===== config.mk =====
export PLATFORM = sky130hd
export DESIGN_NAME = ccref_top
export DESIGN_NICKNAME = d
export VERILOG_FILES = /design/src/shared/ccref_pkg.sv /design/src/rtl/ccref_top.sv
export SDC_FILE = /design/constraint.sdc
export NUM_CORES = 1
export LEC_CHECK = 0
export BUFFER_PORTS_ARGS = -buffer_cell sky130_fd_sc_hd__buf_2
export CORE_MARGIN = 1.5
export CORE_UTILIZATION = 35
export DETAILED_ROUTE_END_ITERATION = 10
export HOLD_SLACK_MARGIN = 0.06
export PLACE_DENSITY = 0.6
export SYNTH_ARGS = -nofsm -noshare
export SYNTH_HDL_FRONTEND = slang
export SYNTH_SLANG_ARGS = --single-unit

===== constraint.sdc =====
create_clock -name mclk -period 5.2 [get_ports mclk]
set_clock_uncertainty 0.15 [all_clocks]
set_input_delay 0.52 -clock mclk [delete_from_list [all_inputs] [get_ports mclk]]
set_output_delay 0.52 -clock mclk [all_outputs]
set_load 0.03 [all_outputs]

===== src/shared/ccref_pkg.sv =====
// shared constants and types for the comparator and reference control block
package ccref_pkg;
  // register indices on the plain register port (byte addresses, one per register)
  localparam logic [3:0] OFF_CMP_CTRL0 = 4'h0;
  localparam logic [3:0] OFF_CMP_CTRL1 = 4'h1;
  localparam logic [3:0] OFF_REF_CTRL = 4'h2;
  localparam logic [3:0] OFF_IRQ_CTRL = 4'h3;
  localparam logic [3:0] OFF_STATUS = 4'h4;
  // reference control field positions
  localparam int REF_EN_BIT = 7;
  localparam int REF_RANGE_BIT = 5;
  localparam logic [7:0] REF_WMASK = 8'hA_F;
  // comparator control 0 fields
  localparam int MODE_LSB = 0;
  localparam logic [7:0] CTRL0_WMASK = 8'h0_7;
  // interrupt control register fields (own register)
  localparam int GIE_BIT = 2;
  localparam int PERIPHERAL_IRQ_ENABLE_BIT = 1;
  localparam int CIE_BIT = 0;
  // status register fields
  localparam int ST_FLAG_BIT = 0;
  localparam int ST_ON_BIT = 1;
  localparam int ST_OUT_BIT = 2;
  localparam int ST_SLEEP_BIT = 3;
  // reset values
  localparam logic [7:0] RST_REG = 8'h0_0;
  // comparator modes
  localparam logic [2:0] MODE_RESET = 3'h0;
  localparam logic [2:0] MODE_OFF = 3'h7;
  // core sequencing states
  typedef enum logic [1:0] {
    CCREF_RUN = 2'b00,
    CCREF_SLEEP = 2'b01,
    CCREF_WAKE = 2'b10,
    CCREF_VECTOR = 2'b11
  } ccref_state_t;
  // analog reference control carrier
  typedef struct packed {
    logic enable;
    logic low_range;
    logic [3:0] level;
  } ccref_ref_t;
endpackage


===== src/rtl/ccref_top.sv =====
// comparator mode, sleep wake and voltage reference control
//
// The strobed register port and the address map were left to the implementer.
`timescale 1ns/1ps
`default_nettype none

module ccref_top (
  // clock and reset
  input wire logic mclk,
  input wire logic rst,
  // register port
  input wire logic [3:0] reg_addr,
  input wire logic [7:0] reg_wdata,
  input wire logic reg_wr,
  input wire logic reg_rd,
  output logic [7:0] reg_rdata,
  // core handshakes
  input wire logic sleep_req,
  input wire logic next_instr_done,
  // analog comparator output pin
  input wire logic cmp_out_pin,
  // analog side controls
  output logic cmp_power,
  output ccref_pkg::ccref_ref_t ref_ctrl,
  output logic [9:0] ref_level_num,
  // core sequencing
  output logic core_halted,
  output logic wake_pulse,
  output logic isr_vector
);
  // ratio numerator over 96: low 4*code, high 24+3*code
  function automatic logic [9:0] level_of(input logic low, input logic [3:0] code);
    logic [9:0] c;
    c = {6'h0_0, code};
    // ratio formula low
    // code/24 scaled
    if (low) level_of = 10'(c * 10'd4);
    else level_of = 10'(10'd24 + c * 10'd3);
  endfunction

  logic [7:0] cmp_ctrl0;
  logic [7:0] cmp_ctrl1;
  logic [7:0] ref_reg;
  logic [7:0] irq_ctrl;
  logic cmp_flag;
  logic sync1;
  logic sync2;
  logic out_q;
  ccref_pkg::ccref_state_t state;
  ccref_pkg::ccref_state_t next_state;

  // address decode as named wires
  wire logic wr_c0 = reg_wr && reg_addr == ccref_pkg::OFF_CMP_CTRL0;
  wire logic wr_c1 = reg_wr && reg_addr == ccref_pkg::OFF_CMP_CTRL1;
  wire logic wr_ref = reg_wr && reg_addr == ccref_pkg::OFF_REF_CTRL;
  wire logic wr_irq = reg_wr && reg_addr == ccref_pkg::OFF_IRQ_CTRL;
  wire logic wr_st = reg_wr && reg_addr == ccref_pkg::OFF_STATUS;
  wire logic [2:0] mode = cmp_ctrl0[ccref_pkg::MODE_LSB +: 3];
  wire logic cmp_on = mode != ccref_pkg::MODE_RESET && mode != ccref_pkg::MODE_OFF;
  // output change only counts while the comparator runs; sleep does not gate it
  wire logic cmp_change = cmp_on && (sync2 != out_q);
  wire logic wake_ok = irq_ctrl[ccref_pkg::CIE_BIT] && irq_ctrl[ccref_pkg::PERIPHERAL_IRQ_ENABLE_BIT];
  wire logic global_irq_enable = irq_ctrl[ccref_pkg::GIE_BIT];
  wire logic [7:0] status = {4'h0, state == ccref_pkg::CCREF_SLEEP, sync2, cmp_on, cmp_flag};
  wire logic [7:0] rd_mux =
    reg_addr == ccref_pkg::OFF_CMP_CTRL0 ? cmp_ctrl0 :
    reg_addr == ccref_pkg::OFF_CMP_CTRL1 ? cmp_ctrl1 :
    reg_addr == ccref_pkg::OFF_REF_CTRL ? ref_reg :
    reg_addr == ccref_pkg::OFF_IRQ_CTRL ? irq_ctrl :
    reg_addr == ccref_pkg::OFF_STATUS ? status : 8'h0_0;

  // pin synchroniser, first stage read only by the second
  always_ff @(posedge mclk) begin
    if (rst) begin
      sync1 <= 1'b0;
      sync2 <= 1'b0;
      out_q <= 1'b0;
    end else begin
      sync1 <= cmp_out_pin;
      sync2 <= sync1;
      out_q <= sync2;
    end
  end

  always_ff @(posedge mclk) begin
    if (rst) begin
      cmp_ctrl0 <= ccref_pkg::RST_REG;
      cmp_ctrl1 <= ccref_pkg::RST_REG;
      irq_ctrl <= ccref_pkg::RST_REG;
    end else begin
      if (wr_c0) cmp_ctrl0 <= reg_wdata & ccref_pkg::CTRL0_WMASK;
      if (wr_c1) cmp_ctrl1 <= reg_wdata;
      if (wr_irq) irq_ctrl <= {5'h0_0, reg_wdata[2:0]};
    end
  end

  always_ff @(posedge mclk) begin
    if (rst) ref_reg <= ccref_pkg::RST_REG;
    else if (wr_ref) ref_reg <= reg_wdata & ccref_pkg::REF_WMASK;
  end

  // change flag: set wins over a write-one clear in the same cycle
  always_ff @(posedge mclk) begin
    if (rst) cmp_flag <= 1'b0;
    else if (cmp_change) cmp_flag <= 1'b1;
    else if (wr_st && reg_wdata[ccref_pkg::ST_FLAG_BIT]) cmp_flag <= 1'b0;
  end

  // sleep / wake sequencing
  always_comb begin
    next_state = state;
    case (state)
      ccref_pkg::CCREF_RUN: begin
        if (sleep_req) next_state = ccref_pkg::CCREF_SLEEP;
      end
      ccref_pkg::CCREF_SLEEP: begin
        if (cmp_change && wake_ok) next_state = ccref_pkg::CCREF_WAKE;
      end
      ccref_pkg::CCREF_WAKE: begin
        // next instruction first; then vector if global enable
        if (next_instr_done) begin
          next_state = global_irq_enable ? ccref_pkg::CCREF_VECTOR : ccref_pkg::CCREF_RUN;
        end
      end
      ccref_pkg::CCREF_VECTOR: next_state = ccref_pkg::CCREF_RUN;
      default: next_state = ccref_pkg::CCREF_RUN;
    endcase
  end

  // registered outputs
  always_ff @(posedge mclk) begin
    if (rst) begin
      state <= ccref_pkg::CCREF_RUN;
      reg_rdata <= 8'h0_0;
      cmp_power <= 1'b0;
      ref_ctrl <= '0;
      ref_level_num <= 10'h0_00;
      core_halted <= 1'b0;
      wake_pulse <= 1'b0;
      isr_vector <= 1'b0;
    end else begin
      state <= next_state;
      reg_rdata <= reg_rd ? rd_mux : 8'h0_0;
      cmp_power <= cmp_on;
      ref_ctrl.enable <= ref_reg[ccref_pkg::REF_EN_BIT];
      ref_ctrl.low_range <= ref_reg[ccref_pkg::REF_RANGE_BIT];
      ref_ctrl.level <= ref_reg[3:0];
      ref_level_num <= ref_reg[ccref_pkg::REF_EN_BIT]
        ? level_of(ref_reg[ccref_pkg::REF_RANGE_BIT], ref_reg[3:0]) : 10'h0_00;
      core_halted <= next_state == ccref_pkg::CCREF_SLEEP;
      wake_pulse <= state == ccref_pkg::CCREF_SLEEP && next_state == ccref_pkg::CCREF_WAKE;
      isr_vector <= next_state == ccref_pkg::CCREF_VECTOR;
    end
  end
endmodule
`default_nettype wire


## After elaboration in Yosys (flattened, before gate mapping)

Cells that the tools add are included.
W data, S select, Z words.

- Register bits: 51
- Input bits: 19
- Output and inout port bits: 28

- Add/subtract/negate cells: 1
- Multipliers: 1
- Equal/unequal tests: 12
- Multiplexer cells: 13
- Bitwise logic cells: 2
- Reductions and logical operators: 19

Operators by type and width:

| operator | count |
|---|---|
| $mux W8 | 2 |
| $logic_and A1 B1 Y1 | 11 |
| $eq A2 B2 Y1 const B | 4 |
| $eq A4 B2 Y1 const B | 2 |
| $mux W2 | 4 |
| $mux W4 | 2 |
| $pmux W2 S4 | 1 |
| $add A5 B6 Y7 const A | 1 |
| $mul A4 B2 Y6 const B | 1 |
| $mux W6 | 1 |
| $reduce_or A3 Y1 | 2 |
| $eq A2 B1 Y1 const B | 2 |
| $eq A4 B1 Y1 const B | 1 |
| $eq A4 B3 Y1 const B | 1 |
| $logic_not A4 Y1 | 1 |
| $reduce_or A2 Y1 | 2 |
| $mux W3 | 1 |
| $ne A3 B3 Y1 const B | 1 |
| $reduce_bool A3 Y1 | 1 |
| $logic_not A2 Y1 | 1 |
| $mux W1 | 2 |
| $not A1 Y1 | 2 |
| $reduce_bool A2 Y1 | 1 |
| $ne A1 B1 Y1 | 1 |

## Logic depth before layout (Yosys ltp)

Gate-level depths: netlist (run 1).

- Word-level depth: 8
- Mapped depth: 6
- Gate-level depth less buffers: 6

## Worst setup path before layout (run 1)

No wires, ideal clock.

- Kind: register -> register
- Start: register ref_reg[2]
- End: register ref_level_num[5]
- Library setup time: 0.072 ns
- Arrival time: 1.758 ns
- Data required time: 4.978 ns
- Setup slack: 3.221 ns
- Stages on the path, launching flop included: 7
- Path buffers: 0
- Period minus slack after synthesis: 1.979 ns
- Path through: dfxtp_1 -> ha_1 -> inv_1 -> fa_1 -> or3b_1 -> a21oi_1 -> mux2i_1

- Word-level cells in the longest chain between the ends: 3

RTL lines:

| what | RTL line | text |
|---|---|---|
| from (decl) | ccref_top.sv:43 | `logic [7:0] ref_reg;` |
| from (signal assigned) | ccref_top.sv:98 | `if (rst) ref_reg <= ccref_pkg::RST_REG;` |
| from (signal assigned) | ccref_top.sv:99 | `else if (wr_ref) ref_reg <= reg_wdata & ccref_pkg::REF_WMASK;` |
| $mul A4 B2 Y6 | ccref_top.sv:38 | `else level_of = 10'(10'd24 + c * 10'd3);` |
| $add A5 B6 Y7 | ccref_top.sv:38 |  |
| $mux W6 | ccref_top.sv:37 | `if (low) level_of = 10'(c * 10'd4);` |
| to (signal assigned) | ccref_top.sv:148 | `ref_level_num <= ref_reg[ccref_pkg::REF_EN_BIT]` |
| to (decl) | ccref_top.sv:25 | `output logic [9:0] ref_level_num,` |

Every way passes these cells.
A chain may end at the register's enable or synchronous reset.

## Worst setup path after layout (run 1)

Same ends and word-level chain as after synthesis.

==> metrics.yaml, run 1 <==
post-route-period-util_pct: 41.2
wl_met1_um: 2130
synth-main-ff-cell: "dfxtp_1"
final_nets: 292
totalWireLength_um: 4580
core_um2: 5920
dp_hpwl_um: 3180
grt.overflow.total: 0
path_clk_slew_ps: 90
combinationalPowerShare_pct: 7.3
cpPeakStageDelay_ps: 470
grt_pass1_vias: 1584
dpl_worst_slack_ps: 2950
rsz0062_at_grt: "false"
post_cts_buffers: 0
crit_end: "ref_level_num[5]"
grt_use_total_pct: 14.9
slew-limit-headroom_pct: 24.2
drt_first_pass_iters: 4
max-vdd-ir-drop_uv: 107
async_flop_share_pct: 0
antenna_left: 0
r2r_cells: 6
end_kind: "flip-flop"
sw_frac_of_total_pct: 23.0
h-tree-depth: 2
fin_util_pct: 42.2
antenna_found_initial: 0
syn_inst: 232
hold_viol_final: 0
drt_iter0_markers: 78
synth_cell_types: 44
drc: 0
cts-hold-fix-buffers: 0
die-height_um: 81.5
p_int_mw: 0.568
cp_data_arrival_time_ps: 2240
critPathKind: "flip-flop to flip-flop"
reg_top3: "cmp_ctrl1: 8 flops, reg_rdata: 8 flops, ref_level_num: 7 flops"
synth.area.top_cells: "dfxtp_1 47%, a21oi_1 5.8%, o21ai_1 4.9%"
r2r_slack_ps: 3060
ios: 47
fmax_mhz: 466
holdWs_ps: 276
p_sw_mw: 0.169
wire_per_inst_um: 13.4
synth_area_um2: 2150
grt_pass1_wl_um: 7420
dpl-instance-area_um2: 2380
cts_root_buffer: "clkbuf_8"
final.min_clock_period_ps: 2140
grt_max_degree: 42
crit_path_start: "ref_reg[2]"
synth-edff-count: 0
via_count: 1735
yosysMostFrequentCell: "dfxtp_1"
cp_cell_sequence: "ha_1 -> inv_1 -> fa_1 -> or3b_1 -> a21oi_1 -> mux2i_1"
cts_buffer_depth: 2
min_path_type: "input port to flip-flop"
hold_start: "cmp_out_pin"
rows: 28
clock_power_share_pct: 38.7
via_per_inst: 5.07
yosys-top-cells-count: "51 x dfxtp_1, 25 x a21oi_1, 21 x o21ai_1"
finalSetupViolations: 0
wl_met2_um: 2080
design_area_um2: 2500
cts_tree: "yes"
initial_utilization_pct: 36.4
tightest_slew_ps: 1130
power_leakage_nw: 0.992
clk_latency_ps: 310
regArea_um2: 1020
die_w_um: 81.5
numPortBuffers: 43
fillers: 593
multiInputGateArea_um2: 1020
p_seq_share_pct: 54.0
place_congestion: 0.767
fin_tns_setup_ps: 0
slew_viol_final: 0
diodes: 0
clock_sinks: 51
max-cap-violations: 0
synth_largest_area_cell: "dfxtp_1"
cts_made_buffers: 5
crit_path_start_kind: "flip-flop"
r2r-end: "ref_level_num[5]"
synth_seq_cells: 51
syn_to_final_growth_pct: 15.9
dieArea_um2: 6640
fin_ws_ps: 3060
crit_fanout: 7
crit_slowest_cell: "dfxtp_1"
wl_met3_um: 311
reg2reg_from: "ref_reg[2]"
ctsResizeCount: 0
netlist.area_leader.share_pct: 47.4
power.density_nw_per_um2: 295
cp.required_ps: 5290
status: "finished, final reports clean"
synth-seq-area-share_pct: 47.4
syn-mean-instance-area_um2: 9.29
drive_gt1_share_pct: 21.3
yosysWarnings: 0
highest_layer: "met4"
[metrics by stage]
step / instances / power (mW)
6_report: 342 / 0.738
5_1_grt: 342 / 0.769
4_1_cts: 342 / 0.744
3_5_place_dp: 334 / 0.461
3_3_place_gp: 334 / 0.461
2_1_floorplan: 234 / 0.446
[placed cells by master (no fill, tap or decap), types with 3 or more instances in the layout]
cell type  netlist  final
a21oi_1         25     25
and3_1           4      4
buf_2            8     43
clkbuf_8         0      6
conb_1           1      3
dfxtp_1         51     51
ha_1             5      5
inv_1            7      7
mux2i_1          6      6
nand2_1          4      4
nand2b_1         5      5
nand3_1         20     20
nand4_1          5      5
nor2_1          11     11
nor2b_1          8      8
nor3_1           3      3
nor3b_1          4      3
o21ai_1         21     21
or3b_1           3      3
[how the worst min path moves through the flow]
| stage | cells after the start | end |
|---|---|---|
| finish | 2 | sync1 |
| global route | 2 | sync1 |
| CTS | 2 | sync1 |
| detailed placement | 1 | sync2 |
| global placement | 1 | sync2 |
| floorplan | 1 | sync2 |
[power groups by stage]
stage / clock, mW / sequential, mW / combinational, mW
after global routing: 0.310 / 0.399 / 0.0593
after floorplan: 0 / 0.410 / 0.0361
after CTS: 0.292 / 0.399 / 0.0534
after detailed placement: 0 / 0.408 / 0.0533
after global placement: 0 / 0.408 / 0.0538
final: 0.285 / 0.399 / 0.0537
[final cells by class]
| cell class | count | share of cell area (%) |
|---|---|---|
| Sequential cell | 51 | 40.9 |
| Timing Repair Buffer | 43 | 8.62 |
| Clock inverter | 2 | 1.40 |
| Clock buffer | 6 | 3.31 |
| Tap cell | 75 | 3.76 |
| Multi-Input combinational cell | 158 | 41.0 |
| Inverter | 7 | 1.05 |
[layer usage]
layer	vias up	track usage, %
met4	0	5.69
met5	-	0
met1	789	18.3
met2	53	24.7
li1	888	-
met3	5	4.00
[worst max-delay path, delay by kind of cell, from the launching register on]
kind | cells | cell delay [ps]
muxes | 1 | 200
adders and majority gates | 2 | 650
and+or+nand+nor | 1 | 350
AOI/OAI and AO/OA | 1 | 200
buffers and inverters | 1 | 60
DFF | 1 | 470
[kinds of logic after synthesis]
family | share of synthesized area, %
simple gates | 22.4
flops | 47.4
other cells | 0.174
fa+ha+maj | 4.76
buf+inv | 5.69
xor+xnor | 0.813
mux | 4.01
compound gates | 14.8
No activity file was read; power rests on OpenSTA's default activity.
==> inputs of run 2 (changes only) <==
- PLACE_DENSITY: 0.6 -> 0.63
- clock period: 5.2 -> 1.75 ns (I/O delays scaled with it)
==> run 2 against run 1 <==
The run now ends with setup timing left. Via count increased by 7.6%. Cell area increased by 11%. Utilization is 4.7 points higher. Routed wire length increased by 6.7%. Global-route usage increased by 1.0 points. Register-to-register slack got worse by 3200 ps. First-iteration DRC count grew 24%. Non-clock buffer count grew 27. Fmax rose by 14%. Setup slack worse by 3200 ps. Clock-buffer cell count unchanged. Critical path type unchanged. Largest cell class unchanged.
==> metrics.yaml, run 2 (synthesized netlist as in run 1, its figures left out) <==
status: "finished, violations left"
violations: "setup timing"
reg2reg_from: "ref_reg[1]"
crit_path_start: "ref_reg[1]"
hold_start: "sleep_req"
critical_path.top_delay_family: "adder cells"
rsz0062_at_grt: "true"
die_w_um: 81.5  # unchanged
final_common_cell: "dfxtp_1"
post-route-period-util_pct: 107  # +66 points
r2r_cells: 6  # unchanged
max-cap-violations: 0  # unchanged
core_um2: 5920  # unchanged
grt_pass1_vias: 1704  # +7.6%
antenna_found_initial: 0  # unchanged
post_cts_buffers: 0  # unchanged
via_count: 1867  # +7.6%
finalSetupViolations: 1  # +1
drt_iter0_markers: 97  # +24%
cpPeakStageDelay_ps: 430  # -40 ps
grt_pass1_wl_um: 7930  # +6.9%
worst-path-stages: 6  # unchanged
fmax_mhz: 532  # +14%
antenna_left: 0  # unchanged
die-height_um: 81.5  # unchanged
clk_latency_ps: 300  # about the same
hold_viol_final: 0  # unchanged
fin_ws_ps: -129  # -3180 ps
cp_cell_sequence: "ha_4 -> inv_2 -> fa_1 -> or3b_4 -> a21oi_2 -> mux2i_1"
cts_root_buffer: "clkbuf_8"
syn_to_final_growth_pct: 28.9
diodes: 0  # unchanged
crit_path_start_kind: "flip-flop"
fin_util_pct: 46.9  # +4.7 points
path_buf_inv: 1  # unchanged
drt_first_pass_iters: 5  # +1
place_congestion: 0.754  # -1.7%
min_path_type: "input port to flip-flop"
drive_gt1_share_pct: 28.3  # +7.0 points
rows: 28  # unchanged
cp.required_ps: 1840  # -3450 ps
grt_use_total_pct: 15.9  # +1.0 points
crit_fanout: 3  # -4
via_per_inst: 5.07  # about the same
critPathKind: "flip-flop to flip-flop"
dp_hpwl_um: 3490  # +10%
max-vdd-ir-drop_uv: 328  # +210%
power.density_nw_per_um2: 780  # +160%
wire_per_inst_um: 13.3  # -0.85%
reg_top3: "cmp_ctrl1: 8 flops, reg_rdata: 8 flops, ref_level_num: 7 flops"
crit_slowest_cell: "fa_1"
cts_tree: "yes"
totalWireLength_um: 4890  # +6.7%
cts_made_buffers: 5  # unchanged
cts_buffer_depth: 2  # unchanged
drc: 0  # unchanged
power_leakage_nw: 1.11  # +11%
final.min_clock_period_ps: 1880  # -266 ps
ios: 47  # unchanged
dpl-instance-area_um2: 2530  # +6.4%
numPortBuffers: 43  # unchanged
initial_utilization_pct: 36.4  # unchanged
end_kind: "flip-flop"
fillers: 576  # -2.9%
cp_data_arrival_time_ps: 1970  # -270 ps
dieArea_um2: 6640  # unchanged
slew_viol_final: 0  # unchanged
grt.overflow.total: 0  # unchanged
final_nets: 319  # +9.2%
most-common-layout-cells: "48 x dfxtp_1, 43 x buf_2, 24 x a21oi_1"
h-tree-depth: 2  # unchanged
clock_sinks: 51  # unchanged
path_clk_slew_ps: 90  # about the same
hold_path_depth: 3  # +1
grt_max_degree: 22  # -48%
design_area_um2: 2780  # +11%
## run 2: cell types whose count changed in the layout (fill, tap and decap cells not counted), moves of 2 or more
cell           delta
ha_4              +4
ha_1              -4
dfxtp_1           -3
dfxtp_4           +2
dlygate4sd3_1    +10
buf_4            +17
## run 2: layer usage
metal / wire [um] / global-route usage [%] / share of wire [%] / up-vias
li1: - / - / - / 943
met1: 2310 / 20.1 / 47 / 858
met2: 2310 / 25.9 / 47 / 62
met3: 231 / 4.00 / 4.7 / 4
met4: 37 / 6.03 / 0.76 / 0
met5: 0 / 0 / 0 / -
## run 2: layout make-up
cell class | count | area [um^2] | share of cell area [%]
clock buffer | 6 | 72.6 | 2.61
inverter | 7 | 26.3 | 0.946
sequential | 51 | 1030 | 37.1
clock inverter | 1 | 30.0 | 1.08
tap | 75 | 93.8 | 3.38
multi-input combinational | 158 | 1080 | 39.0
timing repair buffer | 70 | 443 | 15.9
## run 2: tightest hold or removal path, delay by kind of cell
kind	cells	cell delay [ps]
buf+inv	1	90
compound gates	1	130
simple gates	1	110
## run 2: metrics by stage
stage	hold WS [ps]	setup slack, ps	total power, mW	instances	setup TNS, ps
after floorplan	153	-81.0	1.32	234	-81.0
after global placement	237	-85.3	1.38	351	-156
after detailed placement	246	-132	1.39	351	-287
after CTS	67.3	-126	2.20	368	-126
after global routing	84.2	-209	2.26	368	-240
final	84.1	-129	2.17	368	-129
## run 2: worst paths after layout
kind / endpoint / slack (ps)
min: state[0] / 80
min reg2reg: sync2 / 290
max reg2reg: ref_level_num[5] / -130
max: ref_level_num[5] / -130
## run 2: where the power goes
| group | switching, mW | leakage (nW) | total (mW) | internal (mW) |
|---|---|---|---|---|
| combinational | 0.117 | 0.640 | 0.198 | 0.0808 |
| sequential | 0.00919 | 0.414 | 1.18 | 1.17 |
| clock | 0.367 | 0.0513 | 0.786 | 0.419 |
| total | 0.493 | 1.11 | 2.17 | 1.67 |
## run 2: timing repair
action,4_1_cts,5_1_grt
hold endpoints to repair,22,0
endpoints found under the setup margin,4,2
hold buffers,10,0
gates resized for setup,7,1
gates cloned,0,0
pin swaps,2,2
